**config.mk**
```make
export PLATFORM = sky130hd
export DESIGN_NAME = nvm_page_erase_write_ctrl
export DESIGN_NICKNAME = d
export VERILOG_FILES = /design/src/rtl/nvm_pkg.sv /design/src/rtl/nvm_array.sv /design/src/rtl/unlock_key.sv /design/src/rtl/nvm_page_erase_write_ctrl.sv
export SDC_FILE = /design/constraint.sdc
export NUM_CORES = 2
export LEC_CHECK = 0
export BUFFER_PORTS_ARGS = -buffer_cell sky130_fd_sc_hd__buf_4
export CAP_MARGIN = 30
export CORE_MARGIN = 1.5
export CORE_UTILIZATION = 30
export CTS_CLUSTER_SIZE = 8
export DETAILED_ROUTE_END_ITERATION = 16
export PLACE_DENSITY_LB_ADDON = 0.08
export SLEW_MARGIN = 15
export SYNTH_ARGS = -nofsm -noshare
export SYNTH_HDL_FRONTEND = slang
export SYNTH_SLANG_ARGS = --single-unit
```
**constraint.sdc**
```tcl
create_clock -name mclk -period 6.5 [get_ports mclk]
set_input_delay 0.325 -clock mclk [delete_from_list [all_inputs] [get_ports mclk]]
set_output_delay 0.325 -clock mclk [all_outputs]
set_load 0.02 [all_outputs]
```
**src/rtl/nvm_pkg.sv**
```systemverilog
// constants and types shared by the nvm erase/write controller
// assumes a 40 MHz core clock and an ahb-lite register port
package nvm_pkg;
   // ==========================================
   // types
   typedef logic [7:0] byte_t; // one data byte
   // ==========================================
   // register indices, byte address is index times four
   localparam logic [7:0] IDX_PTR = 8'hc6; // byte pointer register
   localparam logic [7:0] IDX_KEY = 8'hc7; // unlock key register
   localparam logic [7:0] IDX_CTRL = 8'hc8; // operation control register
   localparam logic [7:0] IDX_DATA = 8'hcf; // write byte register
   // ==========================================
   // control register fields
   localparam int ERASE_POS = 7; // page erase bit
   localparam int WRITE_POS = 6; // byte write bit
   localparam byte_t CTRL_RST = 8'h00; // control reset value
   localparam byte_t DATA_RST = 8'h00; // write byte reset value
   localparam byte_t PTR_RST = 8'h00; // pointer reset value
   // ==========================================
   // unlock sequence
   localparam byte_t KEY_FIRST = 8'haa; // first key byte
   localparam byte_t KEY_SECOND = 8'h55; // second key byte
   // ==========================================
   // array geometry
   localparam int PAGES = 4; // pages in the array
   localparam int PAGE_BYTES = 64; // bytes per page
   localparam int ARRAY_BYTES = PAGES * PAGE_BYTES;
   localparam byte_t ERASED = 8'hff; // erased byte value
   localparam logic [5:0] LAST_OFS = 6'h3f; // last offset in a page
   // ==========================================
   // timing
   localparam int CLK_NS = 25; // core clock period
   localparam int MC_CLKS = 4; // clocks per machine cycle
   localparam int WIN_MC = 3; // window length in machine cycles
   localparam int WIN_CYC = WIN_MC * MC_CLKS;
   localparam int ERASE_NS = 5000; // settle time after page erase
   localparam int PROG_NS = 1000; // settle time after byte write
   localparam int ERASE_CYC = (ERASE_NS + CLK_NS - 1) / CLK_NS;
   localparam int PROG_CYC = (PROG_NS + CLK_NS - 1) / CLK_NS;
endpackage

```
**src/rtl/nvm_array.sv**
```systemverilog
// 256 x 8 storage for the nvm data area
// assumes one writer and one reader, read data registered
module nvm_array (
   // clock
   input wire logic mclk,
   // write port
   input wire logic we,
   input wire logic [7:0] waddr,
   input wire nvm_pkg::byte_t wdata,
   // read port
   input wire logic [7:0] raddr,
   output nvm_pkg::byte_t rdata
);
   import nvm_pkg::*;
   // ==========================================
   // storage, no reset: contents survive like real nvm
   byte_t mem [ARRAY_BYTES];

   // write port
   always_ff @(posedge mclk) begin
      if (we) begin
         mem[waddr] <= wdata;
      end
   end

   // registered read port
   always_ff @(posedge mclk) begin
      rdata <= mem[raddr];
   end
endmodule

```
**src/rtl/unlock_key.sv**
```systemverilog
// two-write unlock sequence that opens a short write window
// assumes wr_any pulses once for every register write
module unlock_key (
   // clock and reset
   input wire logic mclk,
   input wire logic sys_rst,
   // register writes
   input wire logic wr_any,
   input wire logic wr_key,
   input wire nvm_pkg::byte_t wdata,
   // window
   output logic win_open
);
   import nvm_pkg::*;
   // ==========================================
   // sequence state
   typedef enum logic [0:0] {K_IDLE, K_GOT_FIRST} key_st_t;
   key_st_t st_q; // sequence state
   logic [4:0] win_cnt_q; // clocks left in window
   logic second_ok; // valid second key write

   assign second_ok = (st_q == K_GOT_FIRST) && wr_key && (wdata == KEY_SECOND);

   // sequence tracking: any other write after the first key aborts
   always_ff @(posedge mclk) begin
      if (sys_rst) begin
         st_q <= K_IDLE;
      end else if (wr_any) begin
         case (st_q)
            K_IDLE: begin
               if (wr_key && wdata == KEY_FIRST) begin // RL1
                  st_q <= K_GOT_FIRST;
               end
            end
            K_GOT_FIRST: begin
               // second write decides, right or wrong
               st_q <= K_IDLE; // RL2 RL16
            end
            default: st_q <= K_IDLE;
         endcase
      end
   end

   // window counter, reloaded by a fresh sequence
   always_ff @(posedge mclk) begin
      if (sys_rst) begin
         win_cnt_q <= 5'h00;
      end else if (second_ok) begin
         win_cnt_q <= 5'(WIN_CYC); // RL3
      end else if (win_cnt_q != 5'h00) begin
         win_cnt_q <= win_cnt_q - 5'h01;
      end
   end

   assign win_open = (win_cnt_q != 5'h00); // RL3

   // ==========================================
   // checks
   property p_win_len;
      @(posedge mclk) disable iff (sys_rst)
      $rose(win_open) && !wr_any |-> win_open [*8] ##1 win_open [*4] ##1 !win_open;
   endproperty
   a_win_len: assert property (p_win_len) else $error("window length wrong"); // RL3

   property p_key_opens;
      @(posedge mclk) disable iff (sys_rst)
      second_ok |=> win_open;
   endproperty
   a_key_opens: assert property (p_key_opens) else $error("key did not open"); // RL2

   property p_abort;
      @(posedge mclk) disable iff (sys_rst)
      (st_q == K_GOT_FIRST) && wr_any && !second_ok && !win_open |=> !win_open;
   endproperty
   a_abort: assert property (p_abort) else $error("bad key opened window"); // RL16
endmodule

```
**src/rtl/nvm_page_erase_write_ctrl.sv**
```systemverilog
// nvm page erase and byte write controller with ahb-lite registers
// assumes a single ahb-lite master and a core that honours cpu_stall
// Function
// [RL1] software writes first key byte aah
// [RL2] very next write must be 55h
// [RL3] window stays open three machine cycles
// [RL4] page erase fills page with ffh
// [RL5] four pages of 64 bytes each
// [RL6] erase page taken from byte pointer
// [RL7] core held while erase runs
// [RL8] core released after erase ends
// [RL9] byte write programs data, core held
// [RL10] core released after byte write ends
// [RL11] page is top two pointer bits
// [RL12] reduced variant has pages 0, 1 only
// [RL13] write byte register supplies programmed byte
// [RL14] stored data read via code read path
// [RL15] pointer gives low address byte
// [RL16] locked writes ignored, wrong key aborts
// [RL17] idle when bits clear, cleared when done
//
// Added by the designer: register access over AHB-Lite.
module nvm_page_erase_write_ctrl #(
   parameter bit REDUCED = 1'b0 // only pages 0 and 1 exist
) (
   // clock and reset
   input wire logic mclk,
   input wire logic sys_rst,
   // ahb-lite slave
   input wire logic hsel,
   input wire logic [31:0] haddr,
   input wire logic [1:0] htrans,
   input wire logic hwrite,
   input wire logic [2:0] hsize,
   input wire logic [31:0] hwdata,
   input wire logic hready,
   output logic hreadyout,
   output logic hresp,
   output logic [31:0] hrdata,
   // core stall
   output logic cpu_stall,
   // code read instruction path
   input wire logic [7:0] code_rd_addr,
   output nvm_pkg::byte_t code_rd_data
);
   import nvm_pkg::*;
   // ==========================================
   // decode helpers
   // word index of a byte address
   function automatic logic [7:0] idx_of(input logic [31:0] a);
      return a[9:2];
   endfunction

   // address falls inside the register window
   function automatic logic in_map(input logic [31:0] a);
      return (a[31:10] == 22'h000000) && (a[1:0] == 2'b00);
   endfunction

   // ==========================================
   // bus state
   logic take; // address phase accepted
   logic wr_pend_q; // write data phase pending
   logic [7:0] wr_idx_q; // index of pending write
   logic [31:0] hrdata_q; // registered read data
   logic wr_any; // write data phase now
   logic wr_ptr; // pointer write
   logic wr_key; // key write
   logic wr_ctrl; // control write
   logic wr_data; // write byte write

   // ==========================================
   // register state
   byte_t byte_pointer_q; // byte pointer register
   byte_t write_byte_q; // write byte register
   logic page_erase_bit_q; // erase in progress
   logic byte_write_bit_q; // write in progress
   logic win_open; // protected window open

   // ==========================================
   // engine state
   typedef enum logic [1:0] {S_IDLE, S_ERASE, S_PROG, S_WAIT} eng_st_t;
   eng_st_t st_q; // engine state
   logic [1:0] page_q; // page being erased
   logic [5:0] ofs_q; // erase offset in page
   logic [7:0] wait_q; // settle counter
   logic accept; // protected write accepted
   logic start_erase; // erase starts
   logic start_prog; // byte write starts
   logic done; // operation finished
   logic page_ok; // selected page exists
   logic mem_we; // array write strobe
   logic [7:0] mem_waddr; // array write address
   byte_t mem_wdata; // array write data

   // ==========================================
   // ahb-lite address phase
   assign take = hsel && htrans[1] && hready;
   assign hreadyout = 1'b1; // zero wait states
   assign hresp = 1'b0; // always okay
   assign hrdata = hrdata_q;

   // capture a write for its data phase
   always_ff @(posedge mclk) begin
      if (sys_rst) begin
         wr_pend_q <= 1'b0;
         wr_idx_q <= 8'h00;
      end else begin
         wr_pend_q <= take && hwrite && in_map(haddr);
         wr_idx_q <= idx_of(haddr);
      end
   end

   // read data prepared in the address phase
   always_ff @(posedge mclk) begin
      if (sys_rst) begin
         hrdata_q <= 32'h00000000;
      end else if (take && !hwrite) begin
         if (!in_map(haddr)) begin
            hrdata_q <= 32'h00000000; // unmapped reads zero
         end else begin
            case (idx_of(haddr))
               IDX_PTR: hrdata_q <= {24'h000000, byte_pointer_q};
               IDX_DATA: hrdata_q <= {24'h000000, write_byte_q};
               IDX_CTRL: hrdata_q <= {24'h000000, page_erase_bit_q,
                                      byte_write_bit_q, 6'h00};
               default: hrdata_q <= 32'h00000000; // key is write only
            endcase
         end
      end
   end

   // data phase strobes
   assign wr_any = wr_pend_q;
   assign wr_ptr = wr_pend_q && (wr_idx_q == IDX_PTR);
   assign wr_key = wr_pend_q && (wr_idx_q == IDX_KEY);
   assign wr_ctrl = wr_pend_q && (wr_idx_q == IDX_CTRL);
   assign wr_data = wr_pend_q && (wr_idx_q == IDX_DATA);

   // ==========================================
   // unlock window
   unlock_key u_key (
      .mclk(mclk),
      .sys_rst(sys_rst),
      .wr_any(wr_any),
      .wr_key(wr_key),
      .wdata(hwdata[7:0]),
      .win_open(win_open)
   );

   // ==========================================
   // plain registers
   // pointer names the low address byte of the data area
   always_ff @(posedge mclk) begin
      if (sys_rst) begin
         byte_pointer_q <= PTR_RST;
      end else if (wr_ptr) begin
         byte_pointer_q <= hwdata[7:0]; // RL15
      end
   end

   // byte to program
   always_ff @(posedge mclk) begin
      if (sys_rst) begin
         write_byte_q <= DATA_RST;
      end else if (wr_data) begin
         write_byte_q <= hwdata[7:0]; // RL13
      end
   end

   // ==========================================
   // control register
   // page comes from the top pointer bits; reduced parts lack pages 2, 3
   assign page_ok = !(REDUCED && byte_pointer_q[7]); // RL12 RL11
   // locked or busy writes are dropped silently
   assign accept = wr_ctrl && win_open && (st_q == S_IDLE) && page_ok; // RL16
   // erase wins when both bits are written together
   assign start_erase = accept && hwdata[ERASE_POS]; // RL4
   assign start_prog = accept && !hwdata[ERASE_POS] && hwdata[WRITE_POS]; // RL9
   assign done = (st_q == S_WAIT) && (wait_q == 8'h00);

   // operation bits: set on start, cleared by hardware at the end
   always_ff @(posedge mclk) begin
      if (sys_rst) begin
         page_erase_bit_q <= CTRL_RST[ERASE_POS];
         byte_write_bit_q <= CTRL_RST[WRITE_POS];
      end else if (start_erase) begin
         page_erase_bit_q <= 1'b1;
      end else if (start_prog) begin
         byte_write_bit_q <= 1'b1;
      end else if (done) begin
         page_erase_bit_q <= 1'b0; // RL17
         byte_write_bit_q <= 1'b0; // RL17
      end
   end

   // ==========================================
   // engine
   // erase walks one byte per clock, then both ops settle
   always_ff @(posedge mclk) begin
      if (sys_rst) begin
         st_q <= S_IDLE;
      end else begin
         case (st_q)
            S_IDLE: begin
               if (start_erase) begin
                  st_q <= S_ERASE;
               end else if (start_prog) begin
                  st_q <= S_PROG;
               end
            end
            S_ERASE: begin
               if (ofs_q == LAST_OFS) begin
                  st_q <= S_WAIT;
               end
            end
            S_PROG: st_q <= S_WAIT;
            S_WAIT: begin
               if (wait_q == 8'h00) begin
                  st_q <= S_IDLE; // RL8 RL10
               end
            end
            default: st_q <= S_IDLE;
         endcase
      end
   end

   // page latched at start so pointer writes cannot move it
   always_ff @(posedge mclk) begin
      if (sys_rst) begin
         page_q <= 2'b00;
      end else if (start_erase) begin
         page_q <= byte_pointer_q[7:6]; // RL6 RL11
      end
   end

   // erase offset within the page
   always_ff @(posedge mclk) begin
      if (sys_rst || st_q != S_ERASE) begin
         ofs_q <= 6'h00;
      end else begin
         ofs_q <= ofs_q + 6'h01;
      end
   end

   // settle counter loaded as the array writes finish
   always_ff @(posedge mclk) begin
      if (sys_rst) begin
         wait_q <= 8'h00;
      end else if (st_q == S_ERASE && ofs_q == LAST_OFS) begin
         wait_q <= 8'(ERASE_CYC - 1);
      end else if (st_q == S_PROG) begin
         wait_q <= 8'(PROG_CYC - 1);
      end else if (wait_q != 8'h00) begin
         wait_q <= wait_q - 8'h01;
      end
   end

   // core held from start to the end of settling
   assign cpu_stall = (st_q != S_IDLE); // RL7 RL9

   // ==========================================
   // array access
   always_comb begin
      mem_we = 1'b0; // RL17
      mem_waddr = byte_pointer_q;
      mem_wdata = write_byte_q; // RL13
      if (st_q == S_ERASE) begin
         mem_we = 1'b1;
         mem_waddr = {page_q, ofs_q};
         mem_wdata = ERASED; // RL4
      end else if (st_q == S_PROG) begin
         mem_we = 1'b1; // RL9
      end
   end

   // four pages of 64 bytes, read by the code read path
   nvm_array u_array ( // RL5
      .mclk(mclk),
      .we(mem_we),
      .waddr(mem_waddr),
      .wdata(mem_wdata),
      .raddr(code_rd_addr),
      .rdata(code_rd_data) // RL14
   );

   // ==========================================
   // checks
   property p_erase_stall;
      @(posedge mclk) disable iff (sys_rst)
      start_erase |=> cpu_stall [*8];
   endproperty
   a_erase_stall: assert property (p_erase_stall) else $error("erase not stalled"); // RL7

   property p_erase_ff;
      @(posedge mclk) disable iff (sys_rst)
      (st_q == S_ERASE) |-> mem_we && (mem_wdata == ERASED);
   endproperty
   a_erase_ff: assert property (p_erase_ff) else $error("erase value wrong"); // RL4

   property p_erase_page;
      @(posedge mclk) disable iff (sys_rst)
      start_erase |=> ##1 mem_waddr[7:6] == $past(byte_pointer_q[7:6], 2);
   endproperty
   a_erase_page: assert property (p_erase_page) else $error("wrong page"); // RL6

   property p_prog_data;
      @(posedge mclk) disable iff (sys_rst)
      start_prog |=> mem_we && (mem_wdata == write_byte_q);
   endproperty
   a_prog_data: assert property (p_prog_data) else $error("bad program byte"); // RL9

   property p_release;
      @(posedge mclk) disable iff (sys_rst)
      $fell(cpu_stall) |-> !page_erase_bit_q && !byte_write_bit_q;
   endproperty
   a_release: assert property (p_release) else $error("bits left set"); // RL17

   property p_prog_len;
      @(posedge mclk) disable iff (sys_rst)
      start_prog |=> cpu_stall ##41 !cpu_stall;
   endproperty
   a_prog_len: assert property (p_prog_len) else $error("write stall wrong"); // RL10

   property p_reduced;
      @(posedge mclk) disable iff (sys_rst)
      REDUCED && mem_we |-> !mem_waddr[7];
   endproperty
   a_reduced: assert property (p_reduced) else $error("absent page written"); // RL12

   property p_locked;
      @(posedge mclk) disable iff (sys_rst)
      wr_ctrl && !win_open && !cpu_stall |=> !cpu_stall;
   endproperty
   a_locked: assert property (p_locked) else $error("locked write took"); // RL16
endmodule

```
; ---- After elaboration in Yosys (flattened, before gate mapping)
; Memories as Yosys holds them, arrays and structs flattened. A register that Yosys moved wholly into a read port is not among the register bits.
; Index checks and enable logic that the tools add are counted.
[op_classes]
add_sub_neg = 3
n_eq_ne = 18
muxes = 24
bitwise_logic = 2
n_reduce_logical = 41
[ops]
columns = cell, n
row1 = $eq A8 B8 Y1 const B, 8
row2 = $mux W8, 6
row3 = $pmux W8 S3, 1
row4 = $logic_not A22 Y1, 1
row5 = $logic_and A1 B1 Y1, 20
row6 = $reduce_bool A2 Y1, 5
row7 = $mux W1, 9
row8 = $eq A8 B7 Y1 const B, 1
row9 = $logic_not A8 Y1, 1
row10 = $mux W2, 4
row11 = $mux W4, 2
row12 = $pmux W2 S4, 1
row13 = $reduce_bool A8 Y1, 1
row14 = $sub A8 B1 Y8 const B, 1
row15 = $add A6 B1 Y6 const B, 1
row16 = $eq A6 B6 Y1 const B, 1
row17 = $reduce_bool A5 Y1, 1
row18 = $sub A5 B1 Y5 const B, 1
row19 = $eq A2 B2 Y1 const B, 2
row20 = $logic_not A2 Y1, 2
row21 = $ne A2 B1 Y1 const B, 2
row22 = $ne A2 B2 Y1 const B, 2
row23 = $reduce_and A2 Y1, 2
row24 = $reduce_or A2 Y1, 2
row25 = 9 further kinds, 11
[totals]
regBits = 83
mem_bits_rw = 2048
input_bits = 82
out_inout_bits = 43
word_cells = 105
mem_count = 1
[mem_list]
columns = memory, depth, width, read_ports, rd_ports_with_merged_regs, write_ports, line
row1 = u_array.mem, 256, 8, 1, 1, 1, nvm_array.sv:17  ; byte_t mem [ARRAY_BYTES];

; ---- Longest topological paths before layout
[logic_depth]
depth_word = 9
depth_mapped = 12
mapped_depth_nobuf = 8

; ---- Modules after synthesis
; From an unflattened synthesis, not the netlist that was laid out.
[unflattened]
hier_cells = 4059
hier_area_um2 = 82599.2
[modules_own_cells]
columns = mod, instances, cells_per_inst, area_per_inst_um2, seq_area_each_um2
row1 = nvm_array, 1, 3733, 79556.3, 61659.1
row2 = nvm_page_erase_write_ctrl, 1, 287, 2672.6, 1061.0
row3 = unlock_key, 1, 39, 370.4, 120.1

; ---- Worst setup path before layout
; OpenSTA, ideal clock, no wires.
[synth_path]
path_kind = reg-to-reg
startpoint = register st_q[1]
endpoint = memory u_array.mem[0][0] in the netlist's numbering, data pin
setup_ps = 555
arrival_ps = 3090
t_required_ps = 5945
path_slack_ps = 2855
path_stages_with_launch = 7
n_path_buf = 3
period_less_slack_ps = 3645
cell_sequence = dfxtp_1 > inv_1 > ha_1 > clkbuf_1 > clkbuf_1 > clkbuf_1 > or2_2
[synth_between]
elab_chain_len = 2
[synth_lines]
columns = element, line
row1 = from (decl), nvm_page_erase_write_ctrl.sv:82  ; eng_st_t st_q;
row2 = from (signal assigned), nvm_page_erase_write_ctrl.sv:201  ; st_q <= S_IDLE;
row3 = from (signal assigned), nvm_page_erase_write_ctrl.sv:206  ; st_q <= S_ERASE;
row4 = from (signal assigned), nvm_page_erase_write_ctrl.sv:208  ; st_q <= S_PROG;
row5 = $eq A2 B1 Y1, nvm_page_erase_write_ctrl.sv:267  ; if (st_q == S_ERASE) begin
row6 = $mux W8, nvm_page_erase_write_ctrl.sv:267
row7 = via mem_wdata[0], nvm_page_erase_write_ctrl.sv:93  ; byte_t mem_wdata;
row8 = to (decl), nvm_array.sv:17
; The timed path passes the listed nets, and every way through them passes these cells.

; ---- Worst setup path in the final report
[layout_path]
startpoint = register st_q[1]
endpoint = memory u_array.mem[106][6] in the netlist's numbering (enable)
[layout_between]
elab_chain_len = 5
word_cells_on_any_way = 7
cone_classes = eq/ne (2) / mux (5)
[layout_lines]
columns = element, line
row1 = $eq A2 B2 Y1, nvm_page_erase_write_ctrl.sv:271  ; end else if (st_q == S_PROG) begin
row2 = $mux W1, nvm_page_erase_write_ctrl.sv:271
row3 = $mux W1, nvm_page_erase_write_ctrl.sv:267
row4 = $mux W1, nvm_array.sv:21  ; if (we) begin
row5 = $mux W1 (implied by the code), nvm_array.sv:22  ; mem[waddr] <= wdata;
; Parallel ways exist; a longest one is shown, timed or not.

==> results.toml <==
[status]
status = "finished, final reports clean"

[global_route]
first_global_vias = 42800
grt-ovfl-total = 0
met1_usage_pct = 23.8
busiest_layer = "met2"
grt_use_met3_pct = 2.42
grt_usage_pct = 17.3
antenna_found_initial = 17
grt_max_degree = 180
grt_pass1_wl_um = 339000
grtUsageMet2_pct = 28.6

[power_and_ir_drop]
ir_drop_v = 0.000268
leakage_nw = 30.1
total_power_mw = 33.6
p_per_area_nw_per_um2 = 350

[layout]
nNetsFinal = 4503
final_cells = 8064
final_cell_area_um2 = 96100
final_util_pct = 35.1
drive_above_1_share_pct = 23.6
syn2layout_area_growth_pct = 16.4

[worst_setup_path]
startpoint_type = "flop"
crit_arrival_ns = 4.23
cp-end-kind = "flop"
r2r_cells = 9
crit_slowest_cell = "nor2_1"
worst-path-buf-inv = 4
critical_path_class = "flop to flop"
slowest_delay_ns = 0.78
crit_cells = 9
path_max_fanout = 37
crit_required_ns = 6.91
critPathTopFamily = "simple AND/OR/NAND/NOR gates"
crit_path_cell_trace = "inv_1 > ha_1 > buf_4 > inv_1 > nor2_1 > a32o_1 > nand3_2 > buf_4 > nor2_1"

[timing]
period_share_pct = 58.7
setup_viol = 0
clock.fmax_mhz = 262
fin_crit_ns = 3.81
hold_viol = 0
rsz0062_at_grt = "false"
slew_headroom_pct = 26.6
fin_tns_setup_ns = 0
fin_skew_ns = 0.0529
tightest_slew_ns = 1.10
slew_violations = 0

[cts]
clkSlewWorstSetupHoldPaths_ns = 0.05
numCtsBuffers = 307
clock_latency_ns = 0.84
cts_setup_buffers = 0
root_buffer = "clkbuf_16"
cts.sinks = 2115
cts-htree-levels = 5
cts_tree = "built"
clockBufferDepth = 4

[synth]
synth_seq_area_share_pct = 76.1
avgSynthCellArea_um2 = 20.2
yosysMostFrequentCell = "edfxtp_1"
synthTopCellsByCount = "2048 x edfxtp_1, 448 x mux4_2, 313 x nor2_1"
ys_ff_latch = 2115
syn_inst = 4094
synthDistinctLibCells = 73
async_reset_ff_share_pct = 0
synth-edff-count = 2048
synth_area_um2 = 82500
synth_flop_cell = "edfxtp_1"
synth_top_area_share_pct = 74.5
synth.top_cells.by_area = "edfxtp_1 75%, mux4_2 12%, dfxtp_1 1.6%"
yosysWarnings = 0
yosys.area.top_type = "edfxtp_1"

[die]
core_area_um2 = 274000
start_util_pct = 30.2
die-area_um2 = 278000
die_h_um = 528
rows = 192
chipWidth_um = 528
io_pins = 125

[placement]
dp.cells = 7639
place_congestion = 0.747
post_dp_cell_area_um2 = 87400
port_buffers = 70
dp_hpwl_um = 145000

[routing]
ant_nets = 0
first_pass_iters = 5
totalWireLength_um = 243000
drt-wirelength-per-cell_um = 30.1
viasPerCell = 5.03
drc = 0
drtIter0Drc = 3531
vias = 40600

[job]
maxCapViolCount = 0

[worst_hold_path]
hold_path_depth = 7
hp-class = "primary input to flop"
path summary, 6_finish.rpt:
path	startpoint	slack, ns	end
max reg2reg	st_q[1]	2.69	u_array.mem[106][6]
min reg2reg	u_key.win_cnt_q[4]	0.46	u_key.win_cnt_q[4]
min	haddr[21]	0.06	hrdata[7]
max	st_q[1]	2.69	u_array.mem[106][6]
tightest hold or removal path, stage by stage:
cell and delay, ns:
buf_4 0.08, nor4_1 0.03, nand2_1 0.08, nor2_1 0.07
o31ai_1 0.07, or3_1 0.10, a21oi_1 0.05
logic make-up (layout without fill, tap and decap cells):
| logic type | Yosys count | count (layout) | synth area share, % |
|---|---|---|---|
| multiplexers | 576 | 576 | 14.0 |
| flip-flops | 2115 | 2115 | 76.1 |
| XOR/XNOR | 9 | 9 | 0.0955 |
| AND/OR/NAND/NOR | 616 | 616 | 3.41 |
| AO/OA/AOI/OAI | 480 | 480 | 4.14 |
| adder cells (fa/ha/maj) | 9 | 9 | 0.136 |
| other | 2 | 31 | 0.00910 |
| buffers and inverters | 287 | 639 | 2.11 |
registers in the layout (all words and copies together), names as in the netlist:
| signal | flops |
|---|---|
| byte_pointer_q | 8 |
| u_array.mem | 2048 |
| wait_q | 8 |
| u_key.st_q | 1 |
| byte_write_bit_q | 1 |
| u_key.win_cnt_q | 5 |
| write_byte_q | 8 |
| u_array.rdata | 8 |
| page_erase_bit_q | 1 |
| hrdata | 8 |
| wr_idx_q | 8 |
| wr_any | 1 |
| st_q | 2 |
| ofs_q | 6 |
| page_q | 2 |
area by class of cell:
class	count	area [µm²]
well taps	3589	4490
multi-input cells	1716	18200
fillers	25500	178000
inverters	17	63.8
clock buffers	354	8070
flip-flops and latches	2115	62800
clock inverters	13	128
diodes	5	12.5
repair buffers	255	2280
where the power goes:
group	internal [mW]	leakage, nW	switching (mW)
sequential	16.2	19.4	0.0663
clock	8.61	4.01	5.61
combinational	0.725	6.70	2.40
total	25.5	30.1	8.08
cell usage in the layout (no fill, tap or decap), types with 10 or more instances in the layout:
master,n
o22ai_1,25
buf_12,23
o221ai_1,30
buf_4,190
dlygate4sd3_1,31
edfxtp_1,2048
nor2b_1,24
a22o_1,31
a211oi_1,30
inv_1,16
o32ai_1,12
nor4_1,33
conb_1,26
a21oi_1,103
o311ai_1,10
mux2i_1,115
clkbuf_1,37
dfxtp_1,67
nor3_1,22
o21ai_0,19
mux4_2,448
a22oi_1,151
nand3_2,16
nand3_1,23
a31oi_1,12
nand2b_1,16
nor2_1,311
clkbuf_16,317
nand2_1,102
metrics by stage:
stage / hold slack [ns] / setup WS (ns)
final: 0.0579 / 2.69
after global routing: 0.0747 / 2.39
after CTS: 0.00611 / 2.53
after detailed placement: 0.449 / 2.26
after global placement: 0.445 / 2.27
after floorplan: 0.437 / 2.85
metal layers:
metal | share of wire, % | wire [µm]
met1 | 44 | 107000
met2 | 49 | 119000
met3 | 4.4 | 10700
met4 | 2.5 | 6010
met5 | 0.012 | 30
what timing repair did:
item | in CTS | in global routing
hold buffers | 31 | 0
resized for setup | 0 | 0
hold endpoints to repair | 46 | 0
No activity file was read; power rests on OpenSTA's default activity.
